$ cat src/logic/pslc_pkg.sv
package pslc_pkg;

   // timing
   localparam int CLK_NS         = 100;
   localparam int SOI_NS         = 300;
   localparam int SOI_CYC        = (SOI_NS + CLK_NS - 1) / CLK_NS;
   localparam int LINK_PULSE_US  = 16000;
   localparam int LINK_PULSE_CYC = LINK_PULSE_US * 1000 / CLK_NS;

   // register byte offsets
   localparam logic [7:0] ADDR_CTRL  = 8'h00;
   localparam logic [7:0] ADDR_STAT  = 8'h04;
   localparam logic [7:0] ADDR_MADDR = 8'h08;

   // management address of the internal phy
   localparam logic [4:0] PHY_ADDR   = 5'h00;

   // control field positions and reset value
   localparam int         CTRL_ISO   = 0;
   localparam int         CTRL_EXT   = 1;
   localparam int         CTRL_SPD   = 2;
   localparam int         CTRL_BYP   = 3;
   localparam logic [3:0] CTRL_RST   = 4'h5;

   // status field positions
   localparam int         STAT_SSD   = 0;
   localparam int         STAT_ESD   = 1;
   localparam int         STAT_CODE  = 2;
   localparam int         STAT_ISO   = 3;

   // special code groups and nibbles
   localparam logic [4:0] SYM_I      = 5'h1f;
   localparam logic [4:0] SYM_J      = 5'h18;
   localparam logic [4:0] SYM_K      = 5'h11;
   localparam logic [4:0] SYM_T      = 5'h0d;
   localparam logic [4:0] SYM_R      = 5'h07;
   localparam logic [3:0] NIB_DATA5  = 4'h5;
   localparam logic [3:0] NIB_DATA0  = 4'h0;

   typedef enum logic [3:0] {
      TX_IDLE  = 4'h1,
      TX_SENDK = 4'h2,
      TX_DATA  = 4'h4,
      TX_SENDR = 4'h8
   } pslc_tx_e;

   typedef enum logic [3:0] {
      RX_IDLE  = 4'h1,
      RX_WAITK = 4'h2,
      RX_DATA  = 4'h4,
      RX_WAITR = 4'h8
   } pslc_rx_e;

   // nibble to data code group
   function automatic logic [4:0] pslc_enc(input logic [3:0] n);
      logic [4:0] g;
      g = 5'h1e;
      case (n)
         4'h0: g = 5'h1e;
         4'h1: g = 5'h09;
         4'h2: g = 5'h14;
         4'h3: g = 5'h15;
         4'h4: g = 5'h0a;
         4'h5: g = 5'h0b;
         4'h6: g = 5'h0e;
         4'h7: g = 5'h0f;
         4'h8: g = 5'h12;
         4'h9: g = 5'h13;
         4'ha: g = 5'h16;
         4'hb: g = 5'h17;
         4'hc: g = 5'h1a;
         4'hd: g = 5'h1b;
         4'he: g = 5'h1c;
         default: g = 5'h1d;
      endcase
      return g;
   endfunction

   // data code group to {valid, nibble}; unused groups give 0000
   function automatic logic [4:0] pslc_dec(input logic [4:0] g);
      logic [4:0] d;
      d = 5'h00;
      case (g)
         5'h1e: d = 5'h10;
         5'h09: d = 5'h11;
         5'h14: d = 5'h12;
         5'h15: d = 5'h13;
         5'h0a: d = 5'h14;
         5'h0b: d = 5'h15;
         5'h0e: d = 5'h16;
         5'h0f: d = 5'h17;
         5'h12: d = 5'h18;
         5'h13: d = 5'h19;
         5'h16: d = 5'h1a;
         5'h17: d = 5'h1b;
         5'h1a: d = 5'h1c;
         5'h1b: d = 5'h1d;
         5'h1c: d = 5'h1e;
         5'h1d: d = 5'h1f;
         default: d = 5'h00;
      endcase
      return d;
   endfunction

endpackage

$ cat src/logic/pslc_codec.sv
// Chosen here: the AHB-Lite slave port and the placing of the registers.
`timescale 1ns/1ps
// Behaviour
// management access to phy registers only when target address is 00000.
// phy starts isolated after reset; leaves isolation when isolate bit cleared.
// external phy select resets to 0; clearing it re-enables internal phy.
// while isolated, mii inputs ignored, mii and line outputs high impedance.
// 100 Mbps encoder maps each nibble to its 5-bit code group.
// first two preamble nibbles replaced by J then K.
// after last data nibble, append T then R.
// idle code groups 11111 sent continuously between frames.
// 10 Mbps cell carries complement first half, true data second half.
// start-of-idle pulse appended after last Manchester bit.
// 10 Mbps idle not encoded; link pulses sent instead.
// 100 Mbps decoder maps groups to nibbles; unused groups give 0000.
// received J K replaced by two Data 5 nibbles.
// received T R replaced by two Data 0 nibbles.
// delimiter and codeword errors raise rx_er with the affected nibble.
// each error type sets its own sticky status bit.
// 10 Mbps decoder yields nrz nibbles and drops the start-of-idle pulse.
// 10 Mbps bypasses scrambling, uses Manchester instead of block code.
// transmit path is block encoder, then scrambler, then line.
// receive path is descrambler, then block decoder, then mac.
// nibble bit 0 is least significant and first on the line.
// nibble clocks run at 25 MHz or 2.5 MHz per speed.
// exactly one code group per transmit nibble clock, no gaps.
module pslc_codec #(
   parameter int LINK_PULSE_CYC = pslc_pkg::LINK_PULSE_CYC
) (
   // clock, reset, enable
   input  wire logic        hclk,
   input  wire logic        hresetn,
   input  wire logic        ce,
   // ahb-lite slave
   input  wire logic        hsel,
   input  wire logic [31:0] haddr,
   input  wire logic [1:0]  htrans,
   input  wire logic        hwrite,
   input  wire logic [2:0]  hsize,
   input  wire logic [31:0] hwdata,
   input  wire logic        hready,
   output logic      [31:0] hrdata,
   output logic             hreadyout,
   output logic             hresp,
   // mii transmit side
   input  wire logic        transmit_nibble_clock,
   input  wire logic        tx_en,
   input  wire logic [3:0]  txd,
   // mii receive side
   input  wire logic        receive_nibble_clock,
   output logic      [3:0]  rxd,
   output logic             rx_dv,
   output logic             rx_er,
   output logic             mii_out_oe,
   // line side
   output logic      [4:0]  tx_group,
   output logic             tx_line,
   output logic             tx_line_oe,
   input  wire logic [4:0]  rx_group,
   input  wire logic        rx_line,
   input  wire logic        rx_carrier
);

   typedef struct packed {
      logic                iso;
      logic                ext;
      logic                spd;
      logic                byp;
      logic [4:0]          maddr;
      logic                e_ssd;
      logic                e_esd;
      logic                e_code;
      logic                dp_wr;
      logic [7:0]          dp_addr;
      logic [31:0]         hrdata;
      logic [2:0]          txc;
      logic [2:0]          rxc;
      logic [1:0]          txen;
      logic [7:0]          txd;
      logic [9:0]          rxg;
      logic [1:0]          rxl;
      logic [1:0]          rcar;
      pslc_pkg::pslc_tx_e  tx_st;
      logic [4:0]          tx_group;
      logic [10:0]         scr;
      logic [10:0]         dscr;
      logic                tx_line;
      logic                tx_oe;
      logic [2:0]          mph;
      logic [3:0]          mnib;
      logic                mact;
      logic [1:0]          soi;
      logic [17:0]         lp;
      pslc_pkg::pslc_rx_e  rx_st;
      logic [3:0]          rxd;
      logic                rx_dv;
      logic                rx_er;
      logic                rfr;
      logic                rph;
      logic                rfirst;
      logic [3:0]          rbits;
      logic [1:0]          rcnt;
      logic                rrdy;
      logic [3:0]          rnib;
   } pslc_state_s;

   pslc_state_s st;
   pslc_state_s next_st;

   logic isolated;

   assign isolated   = st.iso | st.ext;
   assign hreadyout  = ce;
   assign hresp      = 1'b0;
   assign hrdata     = st.hrdata;
   assign rxd        = st.rxd;
   assign rx_dv      = st.rx_dv;
   assign rx_er      = st.rx_er;
   assign mii_out_oe = ~isolated;
   assign tx_group   = st.tx_group;
   assign tx_line    = st.tx_line;
   assign tx_line_oe = st.tx_oe;

   always_comb begin
      logic        acc;
      logic        own;
      logic        txfe;
      logic        rxfe;
      logic        txen_v;
      logic [3:0]  txd_v;
      logic [4:0]  g;
      logic [4:0]  o;
      logic [4:0]  s;
      logic [4:0]  p;
      logic [4:0]  dec;
      logic [10:0] lf;
      logic [10:0] lr;
      logic        key;
      acc    = 1'b0;
      own    = 1'b0;
      txfe   = 1'b0;
      rxfe   = 1'b0;
      txen_v = 1'b0;
      txd_v  = 4'h0;
      g      = pslc_pkg::SYM_I;
      o      = 5'h00;
      s      = 5'h00;
      p      = 5'h00;
      dec    = 5'h00;
      lf     = 11'h000;
      lr     = 11'h000;
      key    = 1'b0;
      next_st = st;
      if (ce) begin
         next_st.txc  = {st.txc[1:0], transmit_nibble_clock};
         next_st.rxc  = {st.rxc[1:0], receive_nibble_clock};
         next_st.txen = {st.txen[0], tx_en};
         next_st.txd  = {st.txd[3:0], txd};
         next_st.rxg  = {st.rxg[4:0], rx_group};
         next_st.rxl  = {st.rxl[0], rx_line};
         next_st.rcar = {st.rcar[0], rx_carrier};
         txfe   = st.txc[2] & ~st.txc[1];
         rxfe   = st.rxc[2] & ~st.rxc[1];
         txen_v = st.txen[1] & ~isolated;
         txd_v  = isolated ? 4'h0 : st.txd[7:4];
         own = (st.maddr == pslc_pkg::PHY_ADDR);
         if (st.dp_wr) begin
            if (st.dp_addr == pslc_pkg::ADDR_MADDR) begin
               next_st.maddr = hwdata[4:0];
            end else if (own && st.dp_addr == pslc_pkg::ADDR_CTRL) begin
               next_st.iso = hwdata[pslc_pkg::CTRL_ISO];
               next_st.ext = hwdata[pslc_pkg::CTRL_EXT];
               next_st.spd = hwdata[pslc_pkg::CTRL_SPD];
               next_st.byp = hwdata[pslc_pkg::CTRL_BYP];
            end else if (own && st.dp_addr == pslc_pkg::ADDR_STAT) begin
               next_st.e_ssd  = st.e_ssd & ~hwdata[pslc_pkg::STAT_SSD];
               next_st.e_esd  = st.e_esd & ~hwdata[pslc_pkg::STAT_ESD];
               next_st.e_code = st.e_code & ~hwdata[pslc_pkg::STAT_CODE];
            end
         end
         // 100 Mbps transmit: encoder then scrambler
         if (st.spd) begin
            next_st.tx_oe   = ~isolated;
            next_st.tx_line = 1'b0;
            next_st.mact    = 1'b0;
            next_st.soi     = 2'h0;
            if (txfe) begin
               case (st.tx_st)
                  pslc_pkg::TX_IDLE: begin
                     if (txen_v) begin
                        g = pslc_pkg::SYM_J;
                        next_st.tx_st = pslc_pkg::TX_SENDK;
                     end
                  end
                  pslc_pkg::TX_SENDK: begin
                     g = pslc_pkg::SYM_K;
                     next_st.tx_st = pslc_pkg::TX_DATA;
                  end
                  pslc_pkg::TX_DATA: begin
                     if (txen_v) begin
                        g = pslc_pkg::pslc_enc(txd_v);
                     end else begin
                        g = pslc_pkg::SYM_T;
                        next_st.tx_st = pslc_pkg::TX_SENDR;
                     end
                  end
                  pslc_pkg::TX_SENDR: begin
                     g = pslc_pkg::SYM_R;
                     next_st.tx_st = pslc_pkg::TX_IDLE;
                  end
                  default: begin
                     g = pslc_pkg::SYM_I;
                     next_st.tx_st = pslc_pkg::TX_IDLE;
                  end
               endcase
               lf = (st.scr == 11'h000) ? 11'h7ff : st.scr;
               for (int i = 4; i >= 0; i--) begin
                  key  = lf[10] ^ lf[8];
                  o[i] = st.byp ? g[i] : g[i] ^ key;
                  lf   = {lf[9:0], key};
               end
               next_st.scr      = lf;
               next_st.tx_group = o;
            end
         end else begin
            // 10 Mbps transmit: manchester, no scrambler
            next_st.tx_st = pslc_pkg::TX_IDLE;
            next_st.lp    = st.lp + 18'h00001;
            if (st.mact) begin
               next_st.tx_line = st.mnib[st.mph[2:1]] ^ ~st.mph[0];
               next_st.tx_oe   = ~isolated;
               next_st.mph     = st.mph + 3'h1;
            end else if (st.soi != 2'h0) begin
               next_st.tx_line = 1'b1;
               next_st.tx_oe   = ~isolated;
               next_st.soi     = st.soi - 2'h1;
            end else if (st.lp >= 18'(LINK_PULSE_CYC - 1)) begin
               next_st.tx_line = 1'b1;
               next_st.tx_oe   = ~isolated;
               next_st.lp      = 18'h00000;
            end else begin
               next_st.tx_line = 1'b0;
               next_st.tx_oe   = 1'b0;
            end
            if (txfe) begin
               if (txen_v) begin
                  next_st.mnib = txd_v;
                  next_st.mact = 1'b1;
                  next_st.mph  = 3'h0;
               end else if (st.mact) begin
                  next_st.mact = 1'b0;
                  next_st.soi  = 2'(pslc_pkg::SOI_CYC);
               end
            end
         end
         // 100 Mbps receive: descrambler then block decoder
         if (st.spd && rxfe) begin
            s  = st.rxg[9:5];
            lf = st.dscr;
            lr = st.dscr;
            for (int i = 4; i >= 0; i--) begin
               key  = lf[10] ^ lf[8];
               p[i] = st.byp ? s[i] : s[i] ^ key;
               lf   = {lf[9:0], key};
               lr   = {lr[9:0], ~s[i]};
            end
            // out of lock while idle: reload key from the idle stream
            if (st.rx_st == pslc_pkg::RX_IDLE && !st.byp &&
                p != pslc_pkg::SYM_I && p != pslc_pkg::SYM_J) begin
               next_st.dscr = lr;
               p = pslc_pkg::SYM_I;
            end else begin
               next_st.dscr = lf;
            end
            next_st.rxd   = pslc_pkg::NIB_DATA0;
            next_st.rx_dv = 1'b0;
            next_st.rx_er = 1'b0;
            case (st.rx_st)
               pslc_pkg::RX_IDLE: begin
                  if (p == pslc_pkg::SYM_J) begin
                     next_st.rxd   = pslc_pkg::NIB_DATA5;
                     next_st.rx_dv = 1'b1;
                     next_st.rx_st = pslc_pkg::RX_WAITK;
                  end else if (p != pslc_pkg::SYM_I) begin
                     next_st.rx_er = 1'b1;
                     next_st.e_ssd = 1'b1;
                  end
               end
               pslc_pkg::RX_WAITK: begin
                  if (p == pslc_pkg::SYM_K) begin
                     next_st.rxd   = pslc_pkg::NIB_DATA5;
                     next_st.rx_dv = 1'b1;
                     next_st.rx_st = pslc_pkg::RX_DATA;
                  end else begin
                     next_st.rx_er = 1'b1;
                     next_st.e_ssd = 1'b1;
                     next_st.rx_st = pslc_pkg::RX_IDLE;
                  end
               end
               pslc_pkg::RX_DATA: begin
                  if (p == pslc_pkg::SYM_T) begin
                     next_st.rx_dv = 1'b1;
                     next_st.rx_st = pslc_pkg::RX_WAITR;
                  end else if (p == pslc_pkg::SYM_I) begin
                     next_st.rx_er = 1'b1;
                     next_st.e_esd = 1'b1;
                     next_st.rx_st = pslc_pkg::RX_IDLE;
                  end else begin
                     dec = pslc_pkg::pslc_dec(p);
                     next_st.rxd   = dec[3:0];
                     next_st.rx_dv = 1'b1;
                     if (!dec[4]) begin
                        next_st.rx_er  = 1'b1;
                        next_st.e_code = 1'b1;
                     end
                  end
               end
               pslc_pkg::RX_WAITR: begin
                  next_st.rx_dv = 1'b1;
                  next_st.rx_st = pslc_pkg::RX_IDLE;
                  if (p != pslc_pkg::SYM_R) begin
                     next_st.rx_er = 1'b1;
                     next_st.e_esd = 1'b1;
                  end
               end
               default: next_st.rx_st = pslc_pkg::RX_IDLE;
            endcase
         end
         // 10 Mbps receive: cells to nrz, start-of-idle dropped
         if (!st.spd) begin
            next_st.rx_st = pslc_pkg::RX_IDLE;
            if (!st.rfr) begin
               if (st.rcar[1]) begin
                  next_st.rfr  = 1'b1;
                  next_st.rph  = 1'b0;
                  next_st.rcnt = 2'h0;
               end
            end else if (!st.rcar[1]) begin
               next_st.rfr = 1'b0;
            end else if (!st.rph) begin
               next_st.rfirst = st.rxl[1];
               next_st.rph    = 1'b1;
            end else if (st.rfirst == st.rxl[1]) begin
               next_st.rfr = 1'b0;
            end else begin
               next_st.rph = 1'b0;
               next_st.rbits[st.rcnt] = st.rxl[1];
               next_st.rcnt = st.rcnt + 2'h1;
               if (st.rcnt == 2'h3) begin
                  next_st.rnib = {st.rxl[1], st.rbits[2:0]};
                  next_st.rrdy = 1'b1;
               end
            end
            if (rxfe) begin
               next_st.rx_er = 1'b0;
               next_st.rx_dv = st.rrdy;
               next_st.rxd   = st.rrdy ? st.rnib : pslc_pkg::NIB_DATA0;
               if (!(next_st.rrdy && !st.rrdy)) begin
                  next_st.rrdy = 1'b0;
               end
            end
         end
         // bus address phase; read data taken after this cycle's writes
         acc = hsel & hready & htrans[1];
         next_st.dp_wr   = acc & hwrite & (haddr[31:8] == 24'h000000);
         next_st.dp_addr = haddr[7:0];
         next_st.hrdata  = 32'h00000000;
         if (acc && !hwrite && haddr[31:8] == 24'h000000) begin
            if (haddr[7:0] == pslc_pkg::ADDR_MADDR) begin
               next_st.hrdata[4:0] = next_st.maddr;
            end else if (next_st.maddr == pslc_pkg::PHY_ADDR) begin
               if (haddr[7:0] == pslc_pkg::ADDR_CTRL) begin
                  next_st.hrdata[3:0] = {next_st.byp, next_st.spd,
                                         next_st.ext, next_st.iso};
               end else if (haddr[7:0] == pslc_pkg::ADDR_STAT) begin
                  next_st.hrdata[3:0] = {next_st.iso | next_st.ext,
                                         next_st.e_code, next_st.e_esd,
                                         next_st.e_ssd};
               end
            end
         end
      end
   end

   always_ff @(posedge hclk or negedge hresetn) begin
      if (!hresetn) begin
         st       <= '0;
         {st.byp, st.spd, st.ext, st.iso} <= pslc_pkg::CTRL_RST;
         st.tx_st <= pslc_pkg::TX_IDLE;
         st.rx_st <= pslc_pkg::RX_IDLE;
      end else begin
         st <= next_st;
      end
   end

endmodule // pslc_codec

$ cat config.mk
export PLATFORM = sky130hd
export DESIGN_NAME = pslc_codec
export DESIGN_NICKNAME = d
export VERILOG_FILES = /design/src/logic/pslc_pkg.sv /design/src/logic/pslc_codec.sv
export SDC_FILE = /design/constraint.sdc
export NUM_CORES = 1
export LEC_CHECK = 0
export BUFFER_PORTS_ARGS = -buffer_cell sky130_fd_sc_hd__buf_2
export CORE_AREA = 2 2 141 143
export DETAILED_ROUTE_END_ITERATION = 16
export DIE_AREA = 0 0 143 145
export HOLD_SLACK_MARGIN = 0.03
export PLACE_DENSITY_LB_ADDON = 0.3
export SYNTH_ARGS = -nofsm -noshare
export SYNTH_HDL_FRONTEND = slang
export SYNTH_SLANG_ARGS = --single-unit
export TNS_END_PERCENT = 10
$ cat constraint.sdc
create_clock -name hclk -period 3.5 [get_ports hclk]
set_input_delay 0.35 -clock hclk [delete_from_list [all_inputs] [get_ports hclk]]
set_output_delay 0.35 -clock hclk [all_outputs]
set_load 0.03 [all_outputs]
**After elaboration in Yosys (flattened, before gate mapping)**

Memories as Yosys holds them, arrays and structs flattened.
Index checks and enable logic that the tools add are counted.
Widths: inputs -> output; s select.

- Bits in registers: 141
- Bits in read-only memories: 240
- Bits of input ports: 89
- Output and inout bits: 48
- Memories: 2

- Add/sub/neg operators: 4
- Order comparisons: 4
- Equality and inequality tests: 35
- Mux-type cells: 120
- Bitwise gates (word level): 48
- Reductions and logical operators: 33

Memory list:

| name | words | bits a word | read ports | clocked after Yosys merged registers in | wr ports | line | text |
|---|---|---|---|---|---|---|---|
| (name not given) | 32 | 5 | 1 | 0 | 0 | pslc_pkg.sv:83 | `case (g)` |
| (name not given) | 16 | 5 | 1 | 0 | 0 | pslc_pkg.sv:58 | `case (n)` |

Operators with widths:

| operator | count |
|---|---|
| $mux 5 | 21 |
| $mux 4 | 15 |
| $mux 20 | 2 |
| $mux 1 | 38 |
| $mux 18 | 2 |
| $pmux 4 s3 | 3 |
| $mux 11 | 3 |
| $logic_not 24->1 | 1 |
| $mux 12 | 2 |
| $mux 2 | 12 |
| $mux 24 | 1 |
| $mux 3 | 8 |
| $xor 1x1->1 | 21 |
| $mux 10 | 2 |
| $pmux 5 s4 | 1 |
| $add 18x1->18 const B | 1 |
| $ge 18x18->1 const B | 1 |
| $eq 8x3->1 const B | 2 |
| $eq 8x4->1 const B | 2 |
| $logic_not 8->1 | 2 |
| $eq 5x5->1 const B | 3 |
| $ne 5x5->1 const B | 3 |
| $not 1->1 | 15 |
| $mux 13 | 1 |
| 40 further kinds | 82 |

**Depth between registers and ports, before layout**

Gate-level depths: netlist (run 1).

- Depth after elaboration: 25
- Depth in mapped cells: 12

**Worst setup path before layout (run 1)**

Ideal clock, no wire load.

- Kind: reg2reg
- Start point: register st[61] in the netlist's numbering
- End point: register st[156] in the netlist's numbering
- Setup time: 143 ps
- Arrival: 2,398 ps
- Data required time: 3,357 ps
- Path slack: 959 ps
- Cell stages (with the launch flop): 13
- Buffers on the path: 1
- Cells stage by stage: dfrtp_1 -> xnor2_1 -> or3_4 -> and4_1 -> clkbuf_1 -> mux2i_2 -> nand2b_1 -> a21oi_1 -> ha_1 -> a21oi_1 -> o311ai_1 -> o21ai_1 -> o211ai_1

- Cells in the longest elaborated chain, start to end: 20
- Elaborated cells between the ends (all ways): 26
- Classes of those cells: eq/ne (4); mux (15); bitwise (4); reduce/logical (2); memory (1)

Ends and longest elaborated chain:

| item | line | text |
|---|---|---|
| start, declared | pslc_codec.sv:107 | `pslc_state_s st;` |
| start signal, assigned | pslc_codec.sv:392 | `st <= next_st;` |
| $xor 1x1->1 | pslc_codec.sv:262 | `key = lf[10] ^ lf[8];` |
| $xor 1x1->1 | pslc_codec.sv:263 | `p[i] = st.byp ? s[i] : s[i] ^ key;` |
| $mux 1 | pslc_codec.sv:263 |  |
| $ne 5x5->1 | pslc_codec.sv:269 | `p != pslc_pkg::SYM_I && p != pslc_pkg::SYM_J) begin` |
| $logic_and 1x1->1 | pslc_codec.sv:268 | `if (st.rx_st == pslc_pkg::RX_IDLE && !st.byp &&` |
| $logic_and 1x1->1 | pslc_codec.sv:269 |  |
| $mux 5 (*) | pslc_codec.sv:268 |  |
| $mux 5 (*) | pslc_codec.sv:257 | `if (st.spd && rxfe) begin` |
| [... 4 more ...] | -- |  |
| $mux 5 | pslc_codec.sv:278 | `case (st.rx_st)` |
| $mux 5 | pslc_codec.sv:257 |  |
| $mux 5 | pslc_codec.sv:154 | `if (ce) begin` |
| $mux 1 | pslc_codec.sv:312 | `if (!dec[4]) begin` |
| $mux 1 | pslc_codec.sv:304 | `end else if (p == pslc_pkg::SYM_I) begin` |
| $mux 2 (*) | pslc_codec.sv:301 | `if (p == pslc_pkg::SYM_T) begin` |
| $mux 1 (*) | pslc_codec.sv:278 |  |
| $mux 3 (*) | pslc_codec.sv:257 |  |

Every way passes the cells marked *; elsewhere a longest branch is shown, timed or not. The select of a mux whose other input is x is not followed.
A chain may end at the register's enable or synchronous reset.

**Worst setup path after layout (run 1)**

- Start point: register st[164] in the netlist's numbering
- End point: register st (netlist bit rxd[3])

- Cells in the longest elaborated chain, start to end: 19
- Elaborated cells between the ends (all ways): 28
- Classes of those cells: eq/ne (4); mux (19); reduce/logical (4); memory (1)

Ends and longest elaborated chain:

| item | line | text |
|---|---|---|
| $mux 1 / $logic_not 1->1 (equally long branches) | pslc_codec.sv:263, pslc_codec.sv:268 |  |
| $ne 5x5->1 / $logic_and 1x1->1 (equally long branches) | pslc_codec.sv:269, pslc_codec.sv:268 |  |
| $logic_and 1x1->1 | pslc_codec.sv:268 |  |
| $logic_and 1x1->1 | pslc_codec.sv:269 |  |
| $mux 5 (*) | pslc_codec.sv:268 |  |
| $mux 5 (*) | pslc_codec.sv:257 |  |
| $mux 5 (*) | pslc_codec.sv:154 |  |
| $mem_v2 32x5 | -- |  |
| [... 3 more ...] | -- |  |
| $mux 5 | pslc_codec.sv:257 |  |
| $mux 5 | pslc_codec.sv:154 |  |
| $mux 5 | pslc_codec.sv:304 |  |
| $mux 4 (*) | pslc_codec.sv:301 |  |
| $pmux 4 s3 (*) | pslc_codec.sv:278 |  |
| $mux 10 (*) | pslc_codec.sv:257 |  |
| $mux 6 | pslc_codec.sv:354 | `if (rxfe) begin` |
| $mux 24 (*) | pslc_codec.sv:330 | `if (!st.spd) begin` |

Marks and branches as above.

==> metrics.cfg, run 1 <==
[routing]
ant_nets=0
wirelength_um=16600
highest_layer=met4
wl_met2_um=7590
drt_first_iter_violations=357
drt-met1-wl_um=8120
drt_pre_antenna_iters=5
wl_per_cell_um=14.9
drt-vias-per-instance=5.24
dr_wl_met3_um=606
vias=5845
drc_errors=0

[finish]
final_cell_mix=dfrtp_1 (136), nand2_1 (85), buf_2 (76)
drive_gt1_frac=0.231
antenna_cells=0
seqCellArea_um2=3510
fillers=1841
final_common_cell=dfrtp_1
nets=935
fin_util=0.456
syn2layout_area_growth_pct=13.7
multi_input_area_um2=3790

[clock_tree]
postCtsSetupBuffers=0
cts_buffer_depth=2
path_clk_slew_ns=0.06
cts_tree=done
clk_latency_ns=0.43
htreeDepth=4
ctsRootBufferMaster=clkbuf_16
cts_made_buffers=17
clock-sinks=140

[yosys]
yosysWarnings=0
synth-edff-count=0
ys_seq_area_frac=0.456
synth_area_per_cell_um2=9.86
synthFlopType=dfrtp_1
yosysUniqueCellTypes=78
synthArstFlopShare=1.00
syn_inst=781
ys_ff_latch=140
syn_area_um2=7700

[worst_setup_path]
crit_chain=buf_4 > or3_1 > a22oi_2 > nand2b_1 > a21oi_1 > ha_1 > o21ai_0 > a21oi_1 > a22oi_1 > o21ai_0
timing.critical_path.from=st[164]
worst-setup-path-type=flip-flop to flip-flop
worstReg2RegStart=st[164]
slowest_delay_ns=0.51
slowest_stage=dfrtp_1
start_kind=flip-flop
cp.required_ns=3.78
ff2ff_path_depth=10
crit_arrival_ns=3.23
worstPathMaxFanout=14
end_kind=flip-flop

[floorplan]
dieArea_um2=20700
die_w_um=143
core_um2=19200
initial_core_util=0.401
rows=51
pin_count=137
die_y_um=145

[timing]
setup_viol=0
worst_pin_slew_ns=0.948
fmax_mhz=339
maxSlewHeadroom=0.360
fin_crit_sh=0.842
tns_ns=0
period_needed_ns=2.95
final.setup_skew_ns=0.0148
report.final.slew_viol_count=0
rsz0062_at_grt=no
finalHoldViolCount=0

[pwr]
power.leakage_nw=3.86
ir_drop_mv=0.337
p_per_area_nw_per_um2=616
p_total_w=0.00539

[min_path]
hold_path.class=primary input to flip-flop
min_path_cells=2
hp-start=rx_group[2]

[outcome]
status=finished clean

[global_routing]
grt_pass1_vias=5741
globalRoute.totalOverflow=0
grt_max_degree=85
grt_use_total=0.168
grt_pass1_wl_um=28100
antenna_found_initial=0

[job]
maxCapViolCount=0

[place]
port-buffer-count=77
gp_congestion=0.856
hpwlAfterDp_um=11800

kinds of logic (layout without fill, tap and decap cells):
group                    after synthesis  after routing  synth area share
AO/OA/AOI/OAI                        173            173             0.154
XOR/XNOR                              33             33            0.0375
adder cells (fa/ha/maj)                8              8            0.0130
buffers and inverters                 89            132            0.0650
flip-flops                           140            140             0.456
multiplexers                          65             65            0.0977
other                                  1             28          0.000487
AND/OR/NAND/NOR                      272            272             0.176
worst max-delay path, delay by kind of cell, from the launching register on:
kind / cells / cell delay, ns
flip-flops: 1 / 0.51
buffers and inverters: 1 / 0.25
AO/OA/AOI/OAI: 6 / 1.15
AND/OR/NAND/NOR: 2 / 0.62
adder cells (fa/ha/maj): 1 / 0.26
through the flow:
step                cell area, um2  cells  hold slack [ns]  setup WS (ns)
floorplan                     7800    808           0.0544          0.959
global route                  8750   1116            0.150          0.385
CTS                           8750   1116            0.135          0.612
finish                        8750   1116            0.152          0.552
global placement              8140   1083            0.459          0.704
detailed placement            8140   1083            0.459          0.626
power by group:
part	switching, W	internal, W
clock	0.000701	0.00115
sequential	0.000316	0.00195
combinational	0.000728	0.000547
total	0.00175	0.00365
path summary, 6_finish.rpt:
kind | endpoint | slack, ns
worst max-delay path | rxd[3] | 0.55
max in group asynchronous | st[167] | 2.12
worst min register to register | tx_group[2] | 0.47
worst max register to register | rxd[3] | 0.55
worst min-delay path | st[91] | 0.15
min in group asynchronous | tx_group[1] | 0.56
layer usage:
metal / vias up / global-route usage
li1: 2862 / -
met1: 2820 / 0.235
met2: 141 / 0.259
met3: 22 / 0.0323
met4: 0 / 0.0609
met5: - / 0
cell type report:
cell class	count	area share
Sequential cell	140	0.401
Tap cell	265	0.0379
Clock inverter	12	0.0166
Multi-Input combinational cell	579	0.433
Inverter	15	0.00643
Clock buffer	20	0.0522
Timing Repair Buffer	85	0.0533
synthesized netlist by cell type (10+ instances only):
master / instances / area share
dfrtp_1: 136 / 0.44
nand2_1: 85 / 0.041
nor2_1: 70 / 0.034
mux2_2: 58 / 0.085
buf_4: 43 / 0.042
o21ai_0: 36 / 0.023
a21oi_1: 34 / 0.022
nand3_1: 23 / 0.015
clkbuf_1: 21 / 0.010
xor2_1: 17 / 0.019
xnor2_1: 16 / 0.018
inv_1: 15 / 0.0073
nor3_1: 15 / 0.0098
nor4_1: 14 / 0.011
o21ai_1: 13 / 0.0085
nand2b_1: 12 / 0.0098
nand4_1: 10 / 0.0081
flip-flops by register name (all words and copies together), names as in the netlist, named ones only:
register,flops
rxd,4
st,119
hrdata,5
rx_er,1
rx_dv,1
tx_line_oe,1
tx_group,5
tx_line,1
repair_timing:
item,4_1_cts,5_1_grt
hold buffers,1,0
endpoints found under the hold margin,71,0
endpoints found under the setup margin,0,0
resized for setup,0,0
Note: power is estimated with default switching activity, not from simulation.
==> run 2: changes to the inputs <==
Clock period 3.5 ns to 2.8 ns, I/O delays scaled along.
==> metrics.cfg, run 2 (synthesis results as in run 1) <==
[routing]
drt_first_iter_violations=421  ; +18%
wirelength_um=17000  ; +2.4%
ant_nets=0  ; unchanged
vias=5947  ; +1.7%
drc_errors=0  ; unchanged
drt_pre_antenna_iters=5  ; unchanged
wl_per_cell_um=15.1  ; +1.2%
drt-vias-per-instance=5.26  ; +0.48%

[clock_tree]
clk_latency_ns=0.42  ; about the same
cts_tree=done
htreeDepth=4  ; unchanged
ctsRootBufferMaster=clkbuf_16
clock-sinks=140  ; unchanged
cts_made_buffers=17  ; unchanged
path_clk_slew_ns=0.06  ; about the same
cts_buffer_depth=2  ; unchanged

[timing]
worst_pin_slew_ns=0.972  ; +0.0239 ns
finalHoldViolCount=0  ; unchanged
fin_crit_sh=0.912  ; +0.0700
fmax_mhz=391  ; +15%
period_needed_ns=2.55  ; -0.394 ns
tns_ns=0  ; unchanged
report.final.slew_viol_count=0  ; unchanged
rsz0062_at_grt=no
setup_viol=0  ; unchanged
maxSlewHeadroom=0.344  ; -0.0161
final.setup_skew_ns=0.00840  ; -0.00635 ns

[finish]
fillers=1810  ; -1.7%
final_cell_mix=dfrtp_1 (136), nand2_1 (85), buf_2 (76)
final_common_cell=dfrtp_1
drive_gt1_frac=0.246  ; +0.0148
multi_input_area_um2=3790  ; about the same
top_register=st
seqCellArea_um2=3510  ; unchanged
antenna_cells=0  ; unchanged
fin_area_um2=8960  ; +2.4%
syn2layout_area_growth_pct=16.4
nets=950  ; +1.6%
largest_reg_flops=119  ; unchanged

[global_routing]
antenna_found_initial=0  ; unchanged
globalRoute.totalOverflow=0  ; unchanged
grt_use_total=0.169  ; +0.00126
grt_pass1_wl_um=28300  ; +0.96%
grt_max_degree=77  ; -9.4%
grt_pass1_vias=5632  ; -1.9%

[pwr]
ir_drop_mv=0.511  ; +52%
p_per_area_nw_per_um2=799  ; +30%
power.leakage_nw=3.98  ; +2.9%

[worst_setup_path]
worstPathMaxFanout=4  ; -10
worst-setup-path-type=flip-flop to flip-flop
end_kind=flip-flop
crit_arrival_ns=2.84  ; -0.39 ns
cp.required_ns=3.08  ; -0.70 ns
start_kind=flip-flop
regToRegSetupSlack_ns=0.25  ; -0.31 ns

[place]
port-buffer-count=77  ; unchanged
hpwlAfterDp_um=12200  ; +3.5%
gp_congestion=0.864  ; +0.95%
place_area_um2=8260  ; +1.4%

[floorplan]
dieArea_um2=20700  ; unchanged
core_um2=19200  ; unchanged
die_y_um=145  ; unchanged
initial_core_util=0.401  ; unchanged
rows=51  ; unchanged
pin_count=137  ; unchanged
die_w_um=143  ; unchanged

[job]
maxCapViolCount=0  ; unchanged

[min_path]
hold_path.class=primary input to flip-flop

[outcome]
status=finished clean

-- run 2: cell count changes in the layout (fill, tap and decap cells not counted), sizes merged --
cell | previous run | this run
buf | 84 | 99
bufinv | 3 | 7
clkbuf | 20 | 19
clkinv | 8 | 4
-- run 2: path summary, 6_finish.rpt --
path                              from           to  depth (start not counted)
max reg2reg                     st[61]      st[156]                         11
min                        rx_group[1]       st[90]                          2
max in group asynchronous      hresetn      st[159]                          3
min in group asynchronous      hresetn  tx_group[0]                          2
max                             st[61]      st[156]                         11
min reg2reg                     st[48]       st[48]                          2
-- run 2: layer usage --
layer  global-route usage  vias up  wire length (um)
li1                     -     2897                 -
met3               0.0416       23               824
met2                0.261      156              7770
met4               0.0411        0               193
met1                0.241     2871              8220
met5                    0        -                 0
-- run 2: repair_timing --
action	in CTS	in global routing
hold buffers	1	0
endpoints found under the hold margin	71	0
buffers inserted	0	0
gates resized for setup	0	1
endpoints found under the setup margin	0	3
-- run 2: critical path, cell delays in order, from the launching register on --
cell      delay (ns)
dfrtp_1         0.41
xnor2_1         0.18
or3_4           0.36
and4_1          0.25
mux2i_2         0.17
nand2b_1        0.15
a21oi_1         0.10
ha_1            0.20
a21oi_1         0.12
o311ai_1        0.12
o21ai_2         0.22
o211ai_1        0.12
-- run 2: through the flow --
| stage | total power (W) | setup WS, ns | hold slack [ns] | utilization | std cells |
|---|---|---|---|---|---|
| after floorplan | 0.00409 | 0.259 | -0.0156 | - | 808 |
| after global placement | 0.00448 | 0.266 | 0.366 | 0.430 | 1098 |
| after detailed placement | 0.00451 | 0.213 | 0.369 | 0.430 | 1098 |
| after CTS | 0.00721 | 0.181 | 0.0665 | 0.466 | 1130 |
| after global routing | 0.00757 | 0.0323 | 0.0663 | 0.467 | 1130 |
| final | 0.00716 | 0.245 | 0.0834 | 0.467 | 1130 |
-- run 2: area by class of cell --
cell class              instances  share of cell area
flip-flops and latches        140               0.391
well taps                     265              0.0370
repair buffers                100              0.0646
inverters                      15             0.00628
clock buffers                  19              0.0505
multi-input cells             579               0.423
clock inverters                12              0.0269
-- run 2: power by group --
group	switching, W	internal, W	total [W]
Combinational	0.000926	0.000725	0.00165
Clock	0.000874	0.00180	0.00267
Sequential	0.000402	0.00244	0.00284
Total	0.00220	0.00496	0.00716
==> run 3: changes to the inputs <==
Settings changed: CORE_AREA 2 2 141 143 to 2 2 100 199, DIE_AREA 0 0 143 145 to 0 0 102 201, MAX_ROUTING_LAYER set to met4.
==> metrics.cfg, run 3 (synthesis results as in run 1) <==
[global_routing]
grt_pass1_wl_um=28700  ; +1.1%
grt_use_total=0.180  ; +0.0104
use_met3=0.0327  ; -0.00885
met2_usage=0.285  ; +0.0245
gr-usage-met1=0.226  ; -0.0142
grt_pass1_vias=5920  ; +5.1%
top_usage_layer=met2
globalRoute.totalOverflow=0  ; unchanged
grt_max_degree=62  ; -19%
antenna_found_initial=0  ; unchanged

[clock_tree]
clk_latency_ns=0.42  ; about the same
path_clk_slew_ns=0.06  ; about the same
postCtsSetupBuffers=0  ; unchanged
htreeDepth=4  ; unchanged
cts_made_buffers=17  ; unchanged
clock-sinks=140  ; unchanged
ctsRootBufferMaster=clkbuf_16
cts_buffer_depth=2  ; unchanged
cts_tree=done

[floorplan]
die_y_um=201  ; +39%
core_um2=19100  ; -0.57%
die_w_um=102  ; -29%
initial_core_util=0.403  ; +0.00228
pin_count=137  ; unchanged
dieArea_um2=20500  ; -1.1%
rows=72  ; +41%

[pwr]
p_total_w=0.00668  ; -6.7%
ir_drop_mv=0.378  ; -26%
p_per_area_nw_per_um2=756  ; -5.4%
pwr-share-comb=0.253  ; +0.023
p_int_w=0.00448  ; -9.6%
seq_power_share=0.424  ; +0.028
p_switching_w=0.00220  ; -0.16%
power.leakage_nw=3.92  ; -1.4%
p_clk_frac=0.323  ; -0.050
sw_frac_of_total=0.329  ; +0.0216

[timing]
rsz0062_at_grt=no
maxSlewHeadroom=0.390  ; +0.0462
fin_crit_sh=0.931  ; +0.0191
setup_viol=0  ; unchanged
worst_pin_slew_ns=0.903  ; -0.0684 ns
finalHoldViolCount=0  ; unchanged
fmax_mhz=383  ; -2.0%
final.setup_skew_ns=0.00641  ; -0.00199 ns
setup_ws_ns=0.192  ; -0.0534 ns
report.final.slew_viol_count=0  ; unchanged
tns_ns=0  ; unchanged
hold_slack_ns=0.0870  ; +0.00360 ns
period_needed_ns=2.61  ; +0.0534 ns

[routing]
drt_first_iter_violations=266  ; -37%
vias=5953  ; +0.10%
drc_errors=0  ; unchanged
drt_pre_antenna_iters=5  ; unchanged
wirelength_um=17100  ; +0.79%
ant_nets=0  ; unchanged
wl_per_cell_um=15.2  ; +1.2%
drt-vias-per-instance=5.29  ; +0.55%

[outcome]
status=finished clean

[finish]
syn2layout_area_growth_pct=14.9
fin_area_um2=8840  ; -1.3%
largest_reg_flops=119  ; unchanged
antenna_cells=0  ; unchanged
final_cell_mix=dfrtp_1 (136), nand2_1 (85), buf_2 (76)
drive_gt1_frac=0.247  ; +0.000870
top_register=st
final_common_cell=dfrtp_1
fillers=1842  ; +1.8%
nets=951  ; +0.11%

[worst_setup_path]
slowest_stage=dfrtp_1
worst-setup-path-type=flip-flop to flip-flop
slowest_delay_ns=0.41  ; about the same
cp.required_ns=3.08  ; about the same
path_buf_inv=0  ; unchanged
cp_top_family=simple AND/OR/NAND/NOR gates
crit_arrival_ns=2.89  ; +0.05 ns
start_kind=flip-flop
end_kind=flip-flop
crit_chain=xnor2_1 > or3_4 > and4_1 > mux2i_2 > nand2b_1 > a21oi_2 > ha_1 > a21oi_1 > o311ai_1 > o21ai_2 > o211ai_1
worstPathMaxFanout=4  ; unchanged

[place]
gp_congestion=0.918  ; +6.2%
place_ws_ns=0.111  ; -0.101 ns
place_area_um2=8260  ; unchanged
port-buffer-count=77  ; unchanged
hpwlAfterDp_um=12600  ; +3.2%

[job]
maxCapViolCount=0  ; unchanged

[min_path]
hold_path.class=primary input to flip-flop

run 3: cell types whose count changed in the layout (fill, tap and decap cells not counted), sizes merged:
cell,change
bufinv,-6
clkbuf,+3
inv,+2
buf,+1
clkinvlp,+1
run 3: per-layer routing:
metal | vias to the layer above | wire length [um]
met1 | 2906 | 7590
met5 | - | 0
met3 | 28 | 652
li1 | 2885 | -
met4 | 0 | 345
met2 | 134 | 8560
run 3: layout make-up:
class	instances	area, um2	area share
repair buffers	101	587	0.0664
inverters	15	56.3	0.00637
well taps	259	324	0.0366
multi-input cells	579	3800	0.429
clock inverters	9	86.3	0.00976
flip-flops and latches	140	3510	0.397
clock buffers	22	484	0.0548
run 3: what timing repair did:
| action | in CTS | in global routing |
|---|---|---|
| hold endpoints to repair | 45 | 0 |
| resized for setup | 0 | 2 |
| hold buffers | 1 | 0 |
| endpoints found under the setup margin | 0 | 4 |
run 3: final timing paths:
kind / end / cells after the start / start / slack [ns]
min in group asynchronous: tx_group[3] / 2 / hresetn / 0.36
hold reg to reg: st[46] / 2 / st[46] / 0.47
max in group asynchronous: st[50] / 3 / hresetn / 1.65
hold / removal: st[92] / 2 / rx_group[3] / 0.09
setup / recovery: st[156] / 11 / st[61] / 0.19
setup reg to reg: st[156] / 11 / st[61] / 0.19
run 3: metrics by stage:
step | std cells | util
5_1_grt | 1125 | 0.463
3_5_place_dp | 1093 | 0.432
2_1_floorplan | 808 | -
6_report | 1125 | 0.463
4_1_cts | 1125 | 0.463
3_3_place_gp | 1093 | 0.432
run 3: power by group through the flow:
| stage | Clock, W | Combinational (W) | Sequential (W) |
|---|---|---|---|
| after floorplan | 0 | 0.00131 | 0.00278 |
| after global placement | 0 | 0.00164 | 0.00284 |
| after detailed placement | 0 | 0.00168 | 0.00286 |
| after CTS | 0.00221 | 0.00169 | 0.00283 |
| after global routing | 0.00231 | 0.00189 | 0.00290 |
| final | 0.00216 | 0.00169 | 0.00284 |
